===== src/drp_pkg.sv =====
// Purpose: shared constants for the recovery / link / gating control register pair
// Assumes: 25 MHz system clock, 24-bit serial frames, 16-bit registers
// Notes: field positions, reset values and timing figures live here only
package drp_pkg;

   // ==========================================================
   // clock and retry timing
   // ==========================================================
   localparam int DRP_CLK_HZ = 25_000_000;         // system clock rate
   localparam int DRP_RETRY_FREQ_LO_HZ = 1_700;    // slow recovery retry rate
   localparam int DRP_RETRY_FREQ_HI_HZ = 3_000;    // fast recovery retry rate
   // retry period in clock cycles, derived from the rates above
   localparam int DRP_RETRY_CYC_LO = DRP_CLK_HZ / DRP_RETRY_FREQ_LO_HZ;
   localparam int DRP_RETRY_CYC_HI = DRP_CLK_HZ / DRP_RETRY_FREQ_HI_HZ;
   localparam int DRP_RETRY_CNT_W = 16;            // width of the retry period counter

   // ==========================================================
   // serial frame layout
   // ==========================================================
   localparam int DRP_FRAME_BITS = 24;             // bits in one complete frame
   localparam int DRP_HDR_BITS = 8;                // command byte ahead of the data
   localparam int DRP_BITCNT_W = 5;                // bit counter width
   localparam int DRP_RD_FLAG_BIT = 23;            // 1 = read, 0 = write
   localparam int DRP_ADDR_MSB = 21;               // address field top bit
   localparam int DRP_ADDR_LSB = 16;               // address field bottom bit
   localparam int DRP_ADDR_W = 6;                  // address width
   localparam int DRP_DATA_W = 16;                 // register width

   // ==========================================================
   // register map
   // ==========================================================
   localparam logic [5:0] DRP_ADDR_RECOV_CTRL = 6'h03;  // recovery_link_pwm_control
   localparam logic [5:0] DRP_ADDR_GATE_CTRL = 6'h04;   // output_retry_gating_monitor_control
   localparam logic [15:0] DRP_RECOV_RESET = 16'h0040;  // timeout enable set after reset
   localparam logic [15:0] DRP_GATE_RESET = 16'h0000;
   // writable bits; reserved bits are dropped on write and so read zero
   localparam logic [15:0] DRP_RECOV_WMASK = 16'h7FFF;
   localparam logic [15:0] DRP_GATE_WMASK = 16'hFF5F;

   // recovery_link_pwm_control fields
   localparam int DRP_RC_RATE_BIT = 14;            // retry_rate_select
   localparam int DRP_RC_SUPPLY_BIT = 13;          // supply_fault_manual_restart
   localparam int DRP_RC_RETRY_LSB = 8;            // hs_one..hs_five_auto_retry
   localparam int DRP_RC_LINFAST_BIT = 7;          // lin_fast_rate_select
   localparam int DRP_RC_LINTO_BIT = 6;            // lin_dominant_timeout_enable
   localparam int DRP_RC_GLASS_BIT = 5;            // glass_voltage_limit_select
   localparam int DRP_RC_GATE_LSB = 0;             // hs_one..hs_five_gate_enable
   localparam int DRP_LOW_OUTS = 5;                // outputs one to five

   // output_retry_gating_monitor_control fields
   localparam int DRP_GC_RETRY_LSB = 12;           // hs_six..hs_nine_auto_retry
   localparam int DRP_GC_GATE_LSB = 8;             // hs_six..hs_nine gate enables
   localparam int DRP_GC_GLASS_RETRY_BIT = 6;      // glass_driver_auto_retry
   localparam int DRP_GC_GLASS_GATE_BIT = 4;       // glass_driver_gate_enable
   localparam int DRP_GC_CM_LSB = 0;               // current_monitor_sel_0..3
   localparam int DRP_CM_W = 4;
   localparam int DRP_HIGH_OUTS = 4;               // outputs six to nine
   localparam int DRP_NUM_OUTS = 9;                // high-side outputs one to nine

   // pulse input routing per output: 0 = input a, 1 = input b, 2 = input c
   localparam int DRP_PWM_A = 0;
   localparam int DRP_PWM_B = 1;
   localparam int DRP_PWM_C = 2;
   localparam int DRP_OUT6_IDX = 5;                // output six, gated by input b
   localparam int DRP_OUT8_IDX = 7;                // output eight, gated by input c

   // synchroniser width: csn, sclk, mosi, three pulse inputs, supply fault, nine faults
   localparam int DRP_SYNC_W = 16;
   localparam logic [15:0] DRP_SYNC_INIT = 16'h8000;    // csn idles high

endpackage


===== src/drp_sync.sv =====
// Purpose: three-stage input synchroniser with agreement filter
// Assumes: inputs are asynchronous to clk
// Notes: output follows only when the second and third stages agree
`timescale 1ns/1ps
`default_nettype none
module drp_sync #(
   parameter int W = 1,
   parameter logic [W-1:0] INIT = '0
) (
   // clock and reset
   input wire logic clk,
   input wire logic resetn,
   // data
   input wire logic [W-1:0] d,
   output logic [W-1:0] q
);

   logic [W-1:0] s1_r;  // first stage, read only by the second
   logic [W-1:0] s2_r;  // second stage
   logic [W-1:0] s3_r;  // third stage
   logic [W-1:0] q_nxt;

   // ==========================================================
   // agreement filter
   // ==========================================================
   // a bit changes only when two settled stages agree, which drops single-cycle glitches
   genvar gi;
   generate
      for (gi = 0; gi < W; gi++) begin : g_bit
         assign q_nxt[gi] = (s2_r[gi] == s3_r[gi]) ? s3_r[gi] : q[gi];
      end
   endgenerate

   // stage chain
   always_ff @(posedge clk or negedge resetn) begin
      if (!resetn) begin
         s1_r <= INIT;
         s2_r <= INIT;
         s3_r <= INIT;
         q <= INIT;
      end else begin
         s1_r <= d;
         s2_r <= s1_r;
         s3_r <= s2_r;
         q <= q_nxt;
      end
   end

endmodule
`default_nettype wire


===== src/drp_retry_timer.sv =====
// Purpose: overcurrent retry tick generator with two selectable periods
// Assumes: periods are given in clk cycles and fit the counter
// Notes: a rate change takes effect at once; the compare value is picked live each cycle
`timescale 1ns/1ps
`default_nettype none
module drp_retry_timer
   import drp_pkg::*;
#(
   parameter int PERIOD_LO = drp_pkg::DRP_RETRY_CYC_LO,
   parameter int PERIOD_HI = drp_pkg::DRP_RETRY_CYC_HI
) (
   // clock and reset
   input wire logic clk,
   input wire logic resetn,
   // control
   input wire logic rate_hi,
   // one-cycle retry strobe
   output logic tick
);

   localparam logic [DRP_RETRY_CNT_W-1:0] LAST_LO = DRP_RETRY_CNT_W'(PERIOD_LO - 1);
   localparam logic [DRP_RETRY_CNT_W-1:0] LAST_HI = DRP_RETRY_CNT_W'(PERIOD_HI - 1);

   logic [DRP_RETRY_CNT_W-1:0] cnt_r;   // cycles into the current period
   logic [DRP_RETRY_CNT_W-1:0] cnt_nxt;
   logic wrap;                          // last cycle of the period

   // ==========================================================
   // period counter
   // ==========================================================
   // the compare value is picked live; a shorter period chosen mid-way wraps at once
   assign wrap = rate_hi ? (cnt_r >= LAST_HI) : (cnt_r >= LAST_LO);
   assign cnt_nxt = wrap ? '0 : cnt_r + 1'b1;

   // counter and strobe registers
   always_ff @(posedge clk or negedge resetn) begin
      if (!resetn) begin
         cnt_r <= '0;
         tick <= 1'b0;
      end else begin
         cnt_r <= cnt_nxt;
         tick <= wrap;
      end
   end

endmodule
`default_nettype wire


===== src/drp_regs.sv =====
// Purpose: serial-reachable recovery, link and pulse gating control registers
// Assumes: serial mode 0 frames of 24 bits, sclk at most clk/8
// Notes: outputs are drive requests for the high-side stages and config levels
//
// Functional notes
// RULE1: reserved top bit written zero, reads zero
// RULE2: rate bit picks slow or fast retry
// RULE3: supply fault restart automatic or after clear
// RULE4: retry-enabled outputs one to five self-restart
// RULE5: retry-disabled outputs stay off until clear
// RULE6: link bit picks normal or fast rate
// RULE7: timeout enable bit, set after reset
// RULE8: glass limit bit picks low or high
// RULE9: gated outputs follow pulse input a
// RULE10: register at 03h, reset value 0040h
// RULE11: outputs eight, seven, six use c, a, b
`timescale 1ns/1ps
`default_nettype none
module drp_regs
   import drp_pkg::*;
#(
   parameter int RETRY_PERIOD_LO = drp_pkg::DRP_RETRY_CYC_LO,
   parameter int RETRY_PERIOD_HI = drp_pkg::DRP_RETRY_CYC_HI
) (
   // clock and reset
   input wire logic clk,
   input wire logic resetn,
   // serial port pins
   input wire logic spi_csn,
   input wire logic spi_sclk,
   input wire logic spi_mosi,
   output logic spi_miso,
   output logic spi_miso_oe,
   // pulse gating pins
   input wire logic pulse_gate_input_a,
   input wire logic pulse_gate_input_b,
   input wire logic pulse_gate_input_c,
   // fault detectors from the analog stages
   input wire logic supply_fault,
   input wire logic [drp_pkg::DRP_NUM_OUTS-1:0] hs_overcurrent,
   // same-clock requests from the other control registers
   input wire logic [drp_pkg::DRP_NUM_OUTS-1:0] hs_on_request,
   input wire logic status_clear,
   // high-side drive commands
   output logic [drp_pkg::DRP_NUM_OUTS-1:0] hs_drive,
   output logic supply_outputs_off,
   // configuration levels for the link, glass and monitor blocks
   output logic retry_rate_select,
   output logic lin_fast_rate_select,
   output logic lin_dominant_timeout_enable,
   output logic glass_voltage_limit_select,
   output logic glass_driver_auto_retry,
   output logic glass_driver_gate_enable,
   output logic [drp_pkg::DRP_CM_W-1:0] current_monitor_sel
);

   import drp_pkg::*;

   // ==========================================================
   // input synchronisers
   // ==========================================================
   logic [DRP_SYNC_W-1:0] sync_d;  // raw pins
   logic [DRP_SYNC_W-1:0] sync_q;  // filtered levels
   logic csn_s;                    // chip select, active low
   logic sclk_s;                   // serial clock level
   logic mosi_s;                   // serial data in
   logic [2:0] pwm_s;              // pulse inputs c, b, a
   logic sup_s;                    // supply fault level
   logic [DRP_NUM_OUTS-1:0] oc_s;  // overcurrent levels

   assign sync_d = {spi_csn, spi_sclk, spi_mosi, pulse_gate_input_c, pulse_gate_input_b,
                    pulse_gate_input_a, supply_fault, hs_overcurrent};
   assign {csn_s, sclk_s, mosi_s, pwm_s, sup_s, oc_s} = sync_q;

   // all pins share one filter so their relative timing is preserved
   drp_sync #(
      .W(DRP_SYNC_W),
      .INIT(DRP_SYNC_INIT)
   ) u_sync (
      .clk(clk),
      .resetn(resetn),
      .d(sync_d),
      .q(sync_q)
   );

   // ==========================================================
   // registers
   // ==========================================================
   logic [DRP_DATA_W-1:0] recov_r;   // recovery_link_pwm_control
   logic [DRP_DATA_W-1:0] gate_r;    // output_retry_gating_monitor_control

   // ==========================================================
   // serial frame engine
   // ==========================================================
   logic sclk_d_r;                        // previous filtered sclk
   logic csn_d_r;                         // previous filtered csn
   logic [DRP_BITCNT_W-1:0] bitcnt_r;     // bits sampled in this frame
   logic [DRP_FRAME_BITS-1:0] shin_r;     // received bits
   logic [DRP_DATA_W-1:0] shout_r;        // read data still to send
   logic [DRP_BITCNT_W-1:0] bitcnt_nxt;
   logic [DRP_FRAME_BITS-1:0] shin_nxt;
   logic [DRP_DATA_W-1:0] shout_nxt;
   logic miso_nxt;
   logic sclk_rise;                       // sample edge
   logic sclk_fall;                       // launch edge
   logic frame_act;                       // chip select asserted
   logic frame_end;                       // chip select just released
   logic hdr_done;                        // this rise completes the command byte
   logic in_data;                         // data phase of the frame
   logic [DRP_ADDR_W-1:0] rd_addr;        // address seen at end of command byte
   logic [DRP_DATA_W-1:0] rd_data;        // register read mux
   logic wr_ok;                           // whole write frame received
   logic [DRP_ADDR_W-1:0] wr_addr;
   logic [DRP_DATA_W-1:0] wr_data;
   logic wr_recov;                        // write strobe, address 03h
   logic wr_gate;                         // write strobe, address 04h

   // edge detection works on the filtered levels only
   assign sclk_rise = sclk_s & ~sclk_d_r;
   assign sclk_fall = ~sclk_s & sclk_d_r;
   assign frame_act = ~csn_s;
   assign frame_end = csn_s & ~csn_d_r;
   assign hdr_done = frame_act & sclk_rise & (bitcnt_r == DRP_BITCNT_W'(DRP_HDR_BITS - 1));
   assign in_data = (bitcnt_r >= DRP_BITCNT_W'(DRP_HDR_BITS)) &
                    (bitcnt_r < DRP_BITCNT_W'(DRP_FRAME_BITS));

   // bit counter saturates so an overlong frame cannot alias back to 24
   assign bitcnt_nxt = !frame_act ? '0 :
                       (sclk_rise && bitcnt_r != '1) ? bitcnt_r + 1'b1 : bitcnt_r;
   assign shin_nxt = (frame_act & sclk_rise) ? {shin_r[DRP_FRAME_BITS-2:0], mosi_s} : shin_r;

   // read address is complete with the eighth bit still on mosi
   assign rd_addr = {shin_r[DRP_ADDR_W-2:0], mosi_s};

   // unmapped addresses answer zero
   assign rd_data = (rd_addr == DRP_ADDR_RECOV_CTRL) ? recov_r :
                    (rd_addr == DRP_ADDR_GATE_CTRL) ? gate_r : '0;  // [RULE10]

   // read data is loaded after the command byte and shifted out on falling edges
   assign shout_nxt = hdr_done ? rd_data :
                      (frame_act & sclk_fall & in_data) ? {shout_r[DRP_DATA_W-2:0], 1'b0} : shout_r;
   assign miso_nxt = !frame_act ? 1'b0 :
                     (sclk_fall & in_data) ? shout_r[DRP_DATA_W-1] : spi_miso;

   // writes commit only on release of a frame of exactly 24 bits
   assign wr_ok = frame_end & (bitcnt_r == DRP_BITCNT_W'(DRP_FRAME_BITS)) & ~shin_r[DRP_RD_FLAG_BIT];
   assign wr_addr = shin_r[DRP_ADDR_MSB:DRP_ADDR_LSB];
   assign wr_data = shin_r[DRP_DATA_W-1:0];
   assign wr_recov = wr_ok & (wr_addr == DRP_ADDR_RECOV_CTRL);  // [RULE10]
   assign wr_gate = wr_ok & (wr_addr == DRP_ADDR_GATE_CTRL);

   // frame state
   always_ff @(posedge clk or negedge resetn) begin
      if (!resetn) begin
         sclk_d_r <= 1'b0;
         csn_d_r <= 1'b1;
         bitcnt_r <= '0;
         shin_r <= '0;
         shout_r <= '0;
      end else begin
         sclk_d_r <= sclk_s;
         csn_d_r <= csn_s;
         bitcnt_r <= bitcnt_nxt;
         shin_r <= shin_nxt;
         shout_r <= shout_nxt;
      end
   end

   // miso pin and its enable; the pin floats while deselected
   always_ff @(posedge clk or negedge resetn) begin
      if (!resetn) begin
         spi_miso <= 1'b0;
         spi_miso_oe <= 1'b0;
      end else begin
         spi_miso <= miso_nxt;
         spi_miso_oe <= frame_act;
      end
   end

   // ==========================================================
   // register storage
   // ==========================================================
   // reserved bits are masked on write so a careless host cannot make them read one
   always_ff @(posedge clk or negedge resetn) begin
      if (!resetn) begin
         recov_r <= DRP_RECOV_RESET;  // [RULE10] [RULE7]
         gate_r <= DRP_GATE_RESET;
      end else begin
         if (wr_recov) begin
            recov_r <= wr_data & DRP_RECOV_WMASK;  // [RULE1]
         end
         if (wr_gate) begin
            gate_r <= wr_data & DRP_GATE_WMASK;
         end
      end
   end

   // ==========================================================
   // configuration level outputs
   // ==========================================================
   // one cycle behind the registers so every output leaves a flip-flop
   always_ff @(posedge clk or negedge resetn) begin
      if (!resetn) begin
         retry_rate_select <= 1'b0;
         lin_fast_rate_select <= 1'b0;
         lin_dominant_timeout_enable <= DRP_RECOV_RESET[DRP_RC_LINTO_BIT];
         glass_voltage_limit_select <= 1'b0;
         glass_driver_auto_retry <= 1'b0;
         glass_driver_gate_enable <= 1'b0;
         current_monitor_sel <= '0;
      end else begin
         retry_rate_select <= recov_r[DRP_RC_RATE_BIT];                   // [RULE2]
         lin_fast_rate_select <= recov_r[DRP_RC_LINFAST_BIT];             // [RULE6]
         lin_dominant_timeout_enable <= recov_r[DRP_RC_LINTO_BIT];        // [RULE7]
         glass_voltage_limit_select <= recov_r[DRP_RC_GLASS_BIT];         // [RULE8]
         glass_driver_auto_retry <= gate_r[DRP_GC_GLASS_RETRY_BIT];
         glass_driver_gate_enable <= gate_r[DRP_GC_GLASS_GATE_BIT];
         current_monitor_sel <= gate_r[DRP_GC_CM_LSB +: DRP_CM_W];
      end
   end

   // ==========================================================
   // retry timer
   // ==========================================================
   logic retry_tick;  // one-cycle strobe at the selected recovery rate

   drp_retry_timer #(
      .PERIOD_LO(RETRY_PERIOD_LO),
      .PERIOD_HI(RETRY_PERIOD_HI)
   ) u_retry (
      .clk(clk),
      .resetn(resetn),
      .rate_hi(recov_r[DRP_RC_RATE_BIT]),  // [RULE2]
      .tick(retry_tick)
   );

   // ==========================================================
   // supply fault hold-off
   // ==========================================================
   logic sup_off_r;  // outputs held off by a supply fault
   logic sup_off_nxt;
   logic sup_manual;

   assign sup_manual = recov_r[DRP_RC_SUPPLY_BIT];
   // a live fault always wins over a clear in the same cycle
   assign sup_off_nxt = sup_s ? 1'b1 :
                        (!sup_manual || status_clear) ? 1'b0 : sup_off_r;  // [RULE3]

   // hold-off flag and its copy on the port
   always_ff @(posedge clk or negedge resetn) begin
      if (!resetn) begin
         sup_off_r <= 1'b0;
         supply_outputs_off <= 1'b0;
      end else begin
         sup_off_r <= sup_off_nxt;
         supply_outputs_off <= sup_off_nxt;
      end
   end

   // ==========================================================
   // per-output overcurrent latch and pulse gating
   // ==========================================================
   logic [DRP_NUM_OUTS-1:0] auto_retry;  // auto-retry enables, output one at bit 0
   logic [DRP_NUM_OUTS-1:0] gate_en;     // pulse gate enables
   logic [DRP_NUM_OUTS-1:0] pwm_level;   // pulse input routed to each output
   logic [DRP_NUM_OUTS-1:0] oc_off_r;    // latched overcurrent shut-off
   logic [DRP_NUM_OUTS-1:0] oc_off_nxt;
   logic [DRP_NUM_OUTS-1:0] drive_nxt;

   assign auto_retry = {gate_r[DRP_GC_RETRY_LSB +: DRP_HIGH_OUTS],
                        recov_r[DRP_RC_RETRY_LSB +: DRP_LOW_OUTS]};
   assign gate_en = {gate_r[DRP_GC_GATE_LSB +: DRP_HIGH_OUTS],
                     recov_r[DRP_RC_GATE_LSB +: DRP_LOW_OUTS]};

   genvar gi;
   generate
      for (gi = 0; gi < DRP_NUM_OUTS; gi++) begin : g_out
         // output six uses input b, output eight input c, all others input a
         if (gi == DRP_OUT6_IDX) begin : g_b
            assign pwm_level[gi] = pwm_s[DRP_PWM_B];  // [RULE11]
         end else if (gi == DRP_OUT8_IDX) begin : g_c
            assign pwm_level[gi] = pwm_s[DRP_PWM_C];  // [RULE11]
         end else begin : g_a
            assign pwm_level[gi] = pwm_s[DRP_PWM_A];  // [RULE9] [RULE11]
         end
         // a fault sets the latch and wins over a clear or retry in the same cycle;
         // with auto-retry the latch drops on a tick once the fault has gone; a persisting fault keeps it set
         assign oc_off_nxt[gi] = oc_s[gi] ? 1'b1 :
                                 (status_clear || (auto_retry[gi] && retry_tick)) ? 1'b0 :
                                 oc_off_r[gi];  // [RULE4] [RULE5]
         // gated outputs follow the pulse level only while also requested on
         assign drive_nxt[gi] = hs_on_request[gi] & ~oc_off_nxt[gi] & ~sup_off_nxt &
                                (~gate_en[gi] | pwm_level[gi]);  // [RULE9] [RULE3]
      end
   endgenerate

   // latches and drive commands
   always_ff @(posedge clk or negedge resetn) begin
      if (!resetn) begin
         oc_off_r <= '0;
         hs_drive <= '0;
      end else begin
         oc_off_r <= oc_off_nxt;
         hs_drive <= drive_nxt;
      end
   end

endmodule
`default_nettype wire


===== config.mk =====
export PLATFORM = sky130hd
export DESIGN_NAME = drp_regs
export DESIGN_NICKNAME = d
export VERILOG_FILES = /design/src/drp_pkg.sv /design/src/drp_sync.sv /design/src/drp_retry_timer.sv /design/src/drp_regs.sv
export SDC_FILE = /design/constraint.sdc
export NUM_CORES = 1
export LEC_CHECK = 0
export BUFFER_PORTS_ARGS = -buffer_cell sky130_fd_sc_hd__buf_2
export CAP_MARGIN = 20
export CORE_MARGIN = 3
export CORE_UTILIZATION = 64
export DETAILED_ROUTE_END_ITERATION = 8
export PLACE_DENSITY_LB_ADDON = 0.15
export SLEW_MARGIN = 25
export SYNTH_ARGS = -nofsm -noshare
export SYNTH_HDL_FRONTEND = slang
export SYNTH_SLANG_ARGS = --single-unit
export TNS_END_PERCENT = 5

===== constraint.sdc =====
create_clock -name clk -period 6.95 [get_ports clk]
set_input_delay 1.39 -clock clk [delete_from_list [all_inputs] [get_ports clk]]
set_output_delay 1.39 -clock clk [all_outputs]
set_load 0.03 [all_outputs]

Yosys cells after proc, flatten, opt, wreduce, memory -nomap -nowiden
Index checks and enable logic that the tools add are counted.
{ "totals": {"ff_bits": 188, "input_bits": 28, "output_inout_bits": 22, "word_cells": 196} }
{ "op_classes": {"add_sub_neg": 2, "n_lt_le_gt_ge": 4, "n_eq_ne": 23, "muxes": 30, "bitwise_logic": 73, "reduce_logical": 24} }
{ "ops": {"columns": ["cell", "count"], "rows": [
  ["16-bit 2-to-1 mux", 5],
  ["1-bit bitwise AND", 40],
  ["16-bit by 14-bit greater-or-equal comparator with 1-bit output (second input constant)", 2],
  ["1-bit NOT", 24],
  ["1-bit 2-to-1 mux", 23],
  ["16-bit by 1-bit adder with 16-bit output (second input constant)", 1],
  ["1-bit equality test", 16],
  ["6-bit by 2-bit equality test with 1-bit output (second input constant)", 2],
  ["6-bit by 3-bit equality test with 1-bit output (second input constant)", 2],
  ["1-bit logical AND", 10],
  ["1-bit logical OR", 10],
  ["5-bit 2-to-1 mux", 2],
  ["1-bit bitwise OR", 9],
  ["2-bit nonzero test", 3],
  ["5-bit by 1-bit adder with 5-bit output (second input constant)", 1],
  ["5-bit by 3-bit equality test with 1-bit output (second input constant)", 1],
  ["5-bit equality test (second input constant)", 1],
  ["5-bit by 4-bit greater-or-equal comparator with 1-bit output (second input constant)", 1],
  ["5-bit < comparator (second input constant)", 1],
  ["5-bit != test (second input constant)", 1],
  ["1-bit zero test", 1]
]} }

Depth between registers and ports, before layout
Gate-level depths: netlist of the first run.
{ "depth": {"depth_word": 8, "ltp_mapped": 8} }

Cells and area by module
From an unflattened synthesis of the first run, not the netlist that was laid out.
{ "hier_totals": {"hier_cells": 509, "hier_area_um2": 7061.8} }
{ "modules_own_cells": {"columns": ["mod", "instances", "cells_per_inst", "area_per_inst_um2", "seq_area_each_um2"], "rows": [
  ["drp_regs", 1, 343, 4365.4, 2681.3],
  ["drp_sync", 1, 80, 1786.7, 1606.5],
  ["drp_retry_timer", 1, 86, 909.6, 425.4]
]} }

Worst setup path before layout of the first run
OpenSTA, ideal clock, no wires.
{ "synth_path": {"kind": "input to register", "from": "in status_clear", "to": "reg hs_drive[0] (netlist name)", "setup_ns": 0.086, "arrival_time_ns": 2.175, "required_ns": 6.864, "setup_slack_ns": 4.689, "cell_stages": 4, "n_path_buf": 1, "path_cell_list": "clkinv_1 > a31o_2 > clkbuf_1 > nor3_1"} }
{ "synth_between": {"word_cells_on_any_way": 11, "cone_classes": "4 x mux; 5 x bitwise; 2 x reduce/logical"} }
{ "synth_lines": {"columns": ["element", "line", "text"], "rows": [
  ["start, declared", "drp_regs.sv:43", "input wire logic status_clear,"],
  ["1-bit logical OR", "drp_regs.sv:247", "(!sup_manual || status_clear) ? 1'b0 : sup_off_r;"],
  ["1-bit 2-to-1 mux", "drp_regs.sv:247", null],
  ["1-bit 2-to-1 mux", "drp_regs.sv:246", "assign sup_off_nxt = sup_s ? 1'b1 :"],
  ["named net sup_off_nxt", "drp_regs.sv:241", "logic sup_off_nxt;"],
  ["1-bit NOT", "drp_regs.sv:292", "assign drive_nxt[gi] = hs_on_request[gi] & ~oc_off_nxt[gi] & ~sup_off_nxt &"],
  ["1-bit bitwise AND (2 in series)", "drp_regs.sv:292", null],
  ["named net drive_nxt[0]", "drp_regs.sv:268", "logic [DRP_NUM_OUTS-1:0] drive_nxt;"],
  ["end signal, assigned", "drp_regs.sv:304", "hs_drive <= drive_nxt;"],
  ["end, declared", "drp_regs.sv:45", "output logic [drp_pkg::DRP_NUM_OUTS-1:0] hs_drive,"]
]} }
The timed path passes the listed nets, and every way through them passes these cells.
A chain may end at the register's enable or synchronous reset.

Final worst setup path of the first run
{ "layout_path": {"from": "reg bitcnt_r[0]", "to": "reg recov_r[14]"} }
{ "layout_between": {"elab_chain_len": 4} }
{ "layout_lines": {"columns": ["element", "line", "text"], "rows": [
  ["start, declared", "drp_regs.sv:97", "logic [DRP_BITCNT_W-1:0] bitcnt_r;"],
  ["start signal, assigned", "drp_regs.sv:163", "bitcnt_r <= bitcnt_nxt;"],
  ["5-bit equality test", "drp_regs.sv:146", "assign wr_ok = frame_end & (bitcnt_r == DRP_BITCNT_W'(DRP_FRAME_BITS)) & ~shin_r[DRP_RD_FLAG_BIT];"],
  ["1-bit bitwise AND (2 in series)", "drp_regs.sv:146", null],
  ["1-bit bitwise AND", "drp_regs.sv:149", "assign wr_recov = wr_ok & (wr_addr == DRP_ADDR_RECOV_CTRL);"],
  ["end signal, assigned", "drp_regs.sv:190", "recov_r <= wr_data & DRP_RECOV_WMASK;"],
  ["end, declared", "drp_regs.sv:89", "logic [DRP_DATA_W-1:0] recov_r;"]
]} }
No other way between the ends.

==> results.py, run 1 <==
metrics = {
    "status": {
        "status": "complete, no violations",
    },
    "detailed_routing": {
        "num_vias": 3805,
        "first_pass_iters": 4,
        "drt_iter0_drc": 246,
        "ant_nets": 0,
        "wirelength_um": 11900,
        "drt-wirelength-per-cell_um": 17.7,
        "post-route-drc-count": 0,
        "viasPerCell": 5.64,
    },
    "synth": {
        "synth_top_area_share": 0.660,
        "synth_top_area_cell": "dfrtp_1",
        "synth-edff-count": 0,
        "synth_xor_xnor_area_share": 0.0179,
        "ys_top_cells_by_area": "dfrtp_1 66%, mux2_2 7.1%, dfstp_2 2.7%",
        "ys_ff_latch": 188,
        "synth-compound-area-share": 0.0564,
        "yosysSeqAreaShare": 0.687,
        "yosysWarnings": 0,
        "synth_mux_area_frac": 0.117,
        "synth_top_family_by_area": "multiplexers",
        "synth_cell_types": 46,
        "synth_top_flop_cell": "dfrtp_1",
        "syn_avg_cell_area_um2": 14.8,
        "synthAdderAreaFrac": 0.0343,
        "syn_area_mm2": 0.00686,
        "syn-instance-count": 465,
        "synthArstFlopShare": 1.00,
        "synth-simple-area-share": 0.0646,
    },
    "pwr": {
        "power_frac_comb": 0.058,
        "ir_drop_v": 0.000219,
        "pwr-share-seq": 0.532,
        "pwr-share-clk": 0.410,
        "p_leak_nw": 3.66,
        "finalPower_mw": 2.28,
        "p_int_mw": 1.78,
        "p_sw_uw": 500,
        "switching_share": 0.220,
        "power_density_mw_per_mm2": 290,
    },
    "floorplanning": {
        "boundaryPins": 50,
        "die_x_um": 110,
        "initial_core_util": 0.662,
        "die_y_um": 110,
        "fp-row-count": 37,
        "core_mm2": 0.0104,
        "die_area_mm2": 0.0120,
    },
    "critical_path": {
        "required_ns": 7.36,
        "worstSetupPathType": "flop to flop",
        "arrival_ns": 3.21,
        "startpoint_type": "flop",
        "endpoint_kind": "flop",
        "worstPathMaxFanout": 15,
        "cp_slowest_cell": "and4b_1",
        "crit_path_cell_trace": "inv_1 -> ha_1 -> or4b_4 -> nor4_2 -> and4b_1 -> mux2_2",
        "cpPeakStageDelay_ns": 0.89,
    },
    "placed_design": {
        "port_buffers": 49,
        "dp_hpwl_um": 7620,
        "pre_cts_slack_ns": 3.84,
        "place_inst": 641,
        "place.gp.congestion": 0.853,
    },
    "timing": {
        "final-max-slew-violation-count": 0,
        "finalClockSkew_ns": 0.00481,
        "max_slew_margin": 0.359,
        "finalCritPeriodShare": 0.402,
        "finalHoldViolCount": 0,
        "whs_ns": 0.348,
        "fmax_mhz": 358,
        "tightest_slew_ns": 0.960,
        "min_period_ns": 2.79,
        "layout_setup_ws_ns": 4.16,
        "tns_ns": 0,
        "rsz0062_at_grt": "false",
        "setup_viol_count_final": 0,
    },
    "clocking": {
        "clk_latency_ns": 0.53,
        "cts.sinks": 188,
        "cts_buffers": 17,
        "cts_tree": "yes",
        "cts_hold_buf": 0,
        "cts_setup_buffers": 0,
        "ctsHtreeMaxLevel": 4,
        "cts.path.max_buffers": 2,
        "cts-resized-gates": 0,
        "clkSlewWorstSetupHoldPaths_ns": 0.06,
        "root_buffer": "clkbuf_8",
    },
    "cells_and_area": {
        "fin_cells": 675,
        "area_delta_synth_final_pct": 14.4,
        "layout-drive-gt1-share": 0.302,
        "fill_cells": 654,
        "diodes": 0,
        "final_nets": 560,
    },
    "grt": {
        "grt_pass1_vias": 3963,
        "grt_max_degree": 111,
        "grt_overflow": 0,
        "antenna_found_initial": 1,
        "grt_pass1_wl_um": 19800,
        "grtUsageTotal": 0.221,
    },
    "run": {
        "maxCapViolations": 0,
    },
    "worst_hold_path": {
        "hold_class": "flop to flop",
    },
}
[sequential cells by signal, indices dropped and copies added (netlist names), 4 cells and up]
name and cells:
hs_drive 9, shin_r 24, gate_r 14, bitcnt_r 5
recov_r 15, current_monitor_sel 4, u_sync.s2_r 16, u_retry.cnt_r 16
u_sync.s3_r 16, oc_off_r 9, u_sync.q 16, shout_r 16
u_sync.s1_r 16
[synth_stat cells (2+ instances only)]
cell        n
inv_1      15
nand2_1    14
buf_2       3
ha_1        6
clkbuf_1    9
nor3_1     12
nand3_1     5
mux2i_1    17
xor2_1      8
a31o_2     11
nor2_1     26
xnor2_1     6
dfstp_2     7
nand3b_1    3
maj3_1     16
and4_1      2
mux2_2     43
dfrtp_1   181
o21ai_0     9
a21oi_1    19
and3_1      2
nand4_1     5
mux2_4     10
nor3b_1     2
buf_6       2
a221oi_1   12
[through the flow]
| step | util | cell area [um^2] |
|---|---|---|
| floorplan | - | 6860 |
| global placement | 0.698 | 7230 |
| detailed placement | 0.698 | 7230 |
| CTS | 0.753 | 7810 |
| global route | 0.757 | 7850 |
| finish | 0.757 | 7850 |
[power by group through the flow]
stage	Clock (mW)	Sequential [mW]	Combinational, mW
after floorplan	0	1.22	0.0754
after global placement	0	1.23	0.125
after detailed placement	0	1.23	0.130
after CTS	0.952	1.21	0.133
after global routing	0.999	1.22	0.147
final	0.933	1.21	0.132
[worst paths after layout]
| path | startpoint | endpoint | slack (ns) | cells past startpoint |
|---|---|---|---|---|
| worst max-delay path | bitcnt_r[0] | recov_r[14] | 4.16 | 6 |
| worst min-delay path | u_sync.s1_r[11] | u_sync.s2_r[11] | 0.35 | 0 |
| worst max register to register | bitcnt_r[0] | recov_r[14] | 4.16 | 6 |
| worst min register to register | u_sync.s1_r[11] | u_sync.s2_r[11] | 0.35 | 0 |
| max in group asynchronous | resetn | u_sync.s3_r[11] | 4.74 | 3 |
| min in group asynchronous | resetn | gate_r[6] | 0.97 | 1 |
[cell usage in the layout (no fill, tap or decap), drive strengths merged, types with 2 or more instances in the layout]
cell type,instances
nor3,12
nand3,6
nor2,27
nand3b,3
clkbuf,27
a21oi,19
inv,15
nand4,5
a221oi,12
clkinv,6
bufinv,2
nand2,14
a31o,11
maj3,16
xor2,8
dfrtp,181
dfstp,7
mux2i,17
xnor2,6
ha,6
and4,2
and3,2
o21ai,10
nor3b,3
mux2,53
conb,2
buf,54
[cell families (layout without fill, tap and decap cells)]
| family | Yosys count | in the layout |
|---|---|---|
| adder cells (fa/ha/maj) | 22 | 22 |
| AO/OA/AOI/OAI | 57 | 57 |
| flip-flops | 188 | 188 |
| other | 1 | 2 |
| AND/OR/NAND/NOR | 82 | 82 |
| multiplexers | 70 | 70 |
| buffers and inverters | 31 | 104 |
| XOR/XNOR | 14 | 14 |
[cell type report]
type / instances / area, um^2 / share of cell area
Clock inverter: 7 / 85.1 / 0.0108
Timing Repair Buffer: 56 / 319 / 0.0406
Sequential cell: 188 / 4710 / 0.600
Tap cell: 136 / 170 / 0.0217
Clock buffer: 25 / 494 / 0.0629
Multi-Input combinational cell: 247 / 2010 / 0.256
Inverter: 16 / 60.1 / 0.00765
[worst max-delay path, delay by kind of cell, from the launching register on]
kind          cells  cell delay (ns)
simple gates      3             1.62
flops             1             0.42
mux               1             0.42
fa+ha+maj         1             0.14
buf+inv           1             0.07
[metal layers]
metal	global-route usage	vias up	routed length, um
met5	0	-	13
met4	0.0908	2	170
met3	0.0664	16	505
met2	0.346	70	6040
met1	0.293	1963	5210
li1	-	1754	-
(Power assumes the default switching activity.)
==> inputs of run 2 (changes only) <==
- CORE_UTILIZATION: 64 -> 59
- clock period: 6.95 -> 2.84 ns (I/O delays scaled with it)
==> results.py, run 2 (synthesis gave the netlist of run 1 again) <==
metrics = {
    "detailed_routing": {
        "num_vias": 3839,
        "first_pass_iters": 4,
        "drt_iter0_drc": 255,
        "viasPerCell": 5.61,
        "post-route-drc-count": 0,
        "drt-wirelength-per-cell_um": 17.4,
        "ant_nets": 0,
        "wirelength_um": 11900,
    },
    "pwr": {
        "power_density_mw_per_mm2": 746,
        "p_int_mw": 4.71,
        "pwr-share-clk": 0.447,
        "p_sw_mw": 1.26,
        "switching_share": 0.211,
        "pwr-share-seq": 0.497,
        "finalPower_mw": 5.96,
        "ir_drop_v": 0.000645,
        "power_frac_comb": 0.055,
        "p_leak_nw": 3.73,
    },
    "clocking": {
        "cts_tree": "yes",
        "cts-resized-gates": 0,
        "root_buffer": "clkbuf_16",
        "cts.path.max_buffers": 2,
        "clkSlewWorstSetupHoldPaths_ns": 0.06,
        "clk_latency_ns": 0.42,
        "cts.sinks": 188,
        "cts_buffers": 17,
        "ctsHtreeMaxLevel": 4,
        "cts_hold_buf": 0,
        "cts_setup_buffers": 0,
    },
    "critical_path": {
        "endpoint_kind": "flop",
        "worstPathMaxFanout": 15,
        "required_ns": 3.14,
        "worstSetupPathType": "flop to flop",
        "startpoint_type": "flop",
        "cpPeakStageDelay_ns": 0.46,
        "arrival_ns": 2.69,
        "cp_slowest_cell": "or4b_4",
        "crit_path_cell_trace": "inv_1 -> ha_1 -> or4b_4 -> nor4_2 -> and4b_1 -> buf_4 -> mux2_2",
    },
    "timing": {
        "min_period_ns": 2.39,
        "fmax_mhz": 419,
        "setup_viol_count_final": 0,
        "finalClockSkew_ns": 0.00535,
        "tns_ns": 0,
        "final-max-slew-violation-count": 0,
        "rsz0062_at_grt": "false",
        "max_slew_margin": 0.517,
        "finalHoldViolCount": 0,
        "tightest_slew_ns": 0.723,
        "finalCritPeriodShare": 0.840,
        "whs_ns": 0.184,
    },
    "grt": {
        "grt_overflow": 0,
        "antenna_found_initial": 0,
        "grtUsageTotal": 0.206,
        "grt_pass1_wl_um": 20500,
        "grt_max_degree": 80,
        "grt_pass1_vias": 4088,
    },
    "cells_and_area": {
        "final_common_cell": "dfrtp_1",
        "layout_common_cells": "181 x dfrtp_1, 48 x buf_2, 43 x mux2_2, 26 x nor2_1, 19 x a21oi_1",
        "area_delta_synth_final_pct": 16.6,
        "final_nets": 565,
        "largest_reg_flops": 24,
        "layout-drive-gt1-share": 0.311,
        "stdcell_area_mm2": 0.00800,
        "regMostFlops": "shin_r",
        "diodes": 0,
    },
    "status": {
        "status": "complete, no violations",
    },
    "floorplanning": {
        "initial_core_util": 0.619,
        "die_area_mm2": 0.0130,
        "fp-row-count": 38,
        "boundaryPins": 50,
        "die_x_um": 114,
        "die_y_um": 114,
        "core_mm2": 0.0111,
    },
    "run": {
        "maxCapViolations": 0,
    },
    "placed_design": {
        "dp_hpwl_um": 7680,
        "port_buffers": 49,
        "place.gp.congestion": 0.844,
        "place_area_mm2": 0.00731,
    },
    "worst_hold_path": {
        "hold_class": "input pin to async pin",
    },
}
==> run 2: critical path, delay by kind of cell, from the launching register on <==
kind	cells	cell delay, ns
adders and majority gates	1	0.15
DFF	1	0.43
muxes	1	0.38
and+or+nand+nor	3	0.97
buffers and inverters	2	0.35
==> run 2: final timing paths <==
check | startpoint | endpoint | slack [ns] | depth (start not counted)
setup / recovery | bitcnt_r[0] | recov_r[0] | 0.45 | 7
hold / removal | resetn | current_monitor_sel[3] | 0.18 | 1
setup reg to reg | bitcnt_r[0] | recov_r[0] | 0.45 | 7
hold reg to reg | u_sync.s1_r[14] | u_sync.s2_r[14] | 0.35 | 0
max in group asynchronous | resetn | lin_dominant_timeout_enable | 1.89 | 2
min in group clk | spi_csn | u_sync.s1_r[15] | 0.24 | 1
==> run 2: layer usage <==
metal / wire length, um / vias up / track usage
met5: 0 / - / 0
met4: 148 / 0 / 0.0705
met3: 440 / 12 / 0.0594
met2: 6140 / 61 / 0.340
met1: 5170 / 1989 / 0.263
li1: - / 1777 / -
==> run 2: power groups by stage <==
stage	logic [mW]	clock network, mW	registers [mW]
after floorplan	0.185	0	2.98
after global placement	0.320	0	3.00
after detailed placement	0.332	0	3.01
after CTS	0.336	2.72	2.97
after global routing	0.366	2.84	2.99
final	0.330	2.67	2.97
==> run 2: area by class of cell <==
cell class | count | area [um^2]
clock buffers | 21 | 470
clock inverters | 11 | 213
fillers | 719 | 3080
inverters | 16 | 60.1
multi-input cells | 247 | 2000
flip-flops and latches | 188 | 4710
well taps | 140 | 175
repair buffers | 61 | 369
==> run 2: stage by stage <==
step                 util  instances  worst slack (ns)
finish              0.722        684             0.453
global route        0.722        684             0.254
CTS                 0.721        683             0.435
detailed placement  0.660        651             0.460
global placement    0.660        651             0.533
floorplan               -        466             0.645
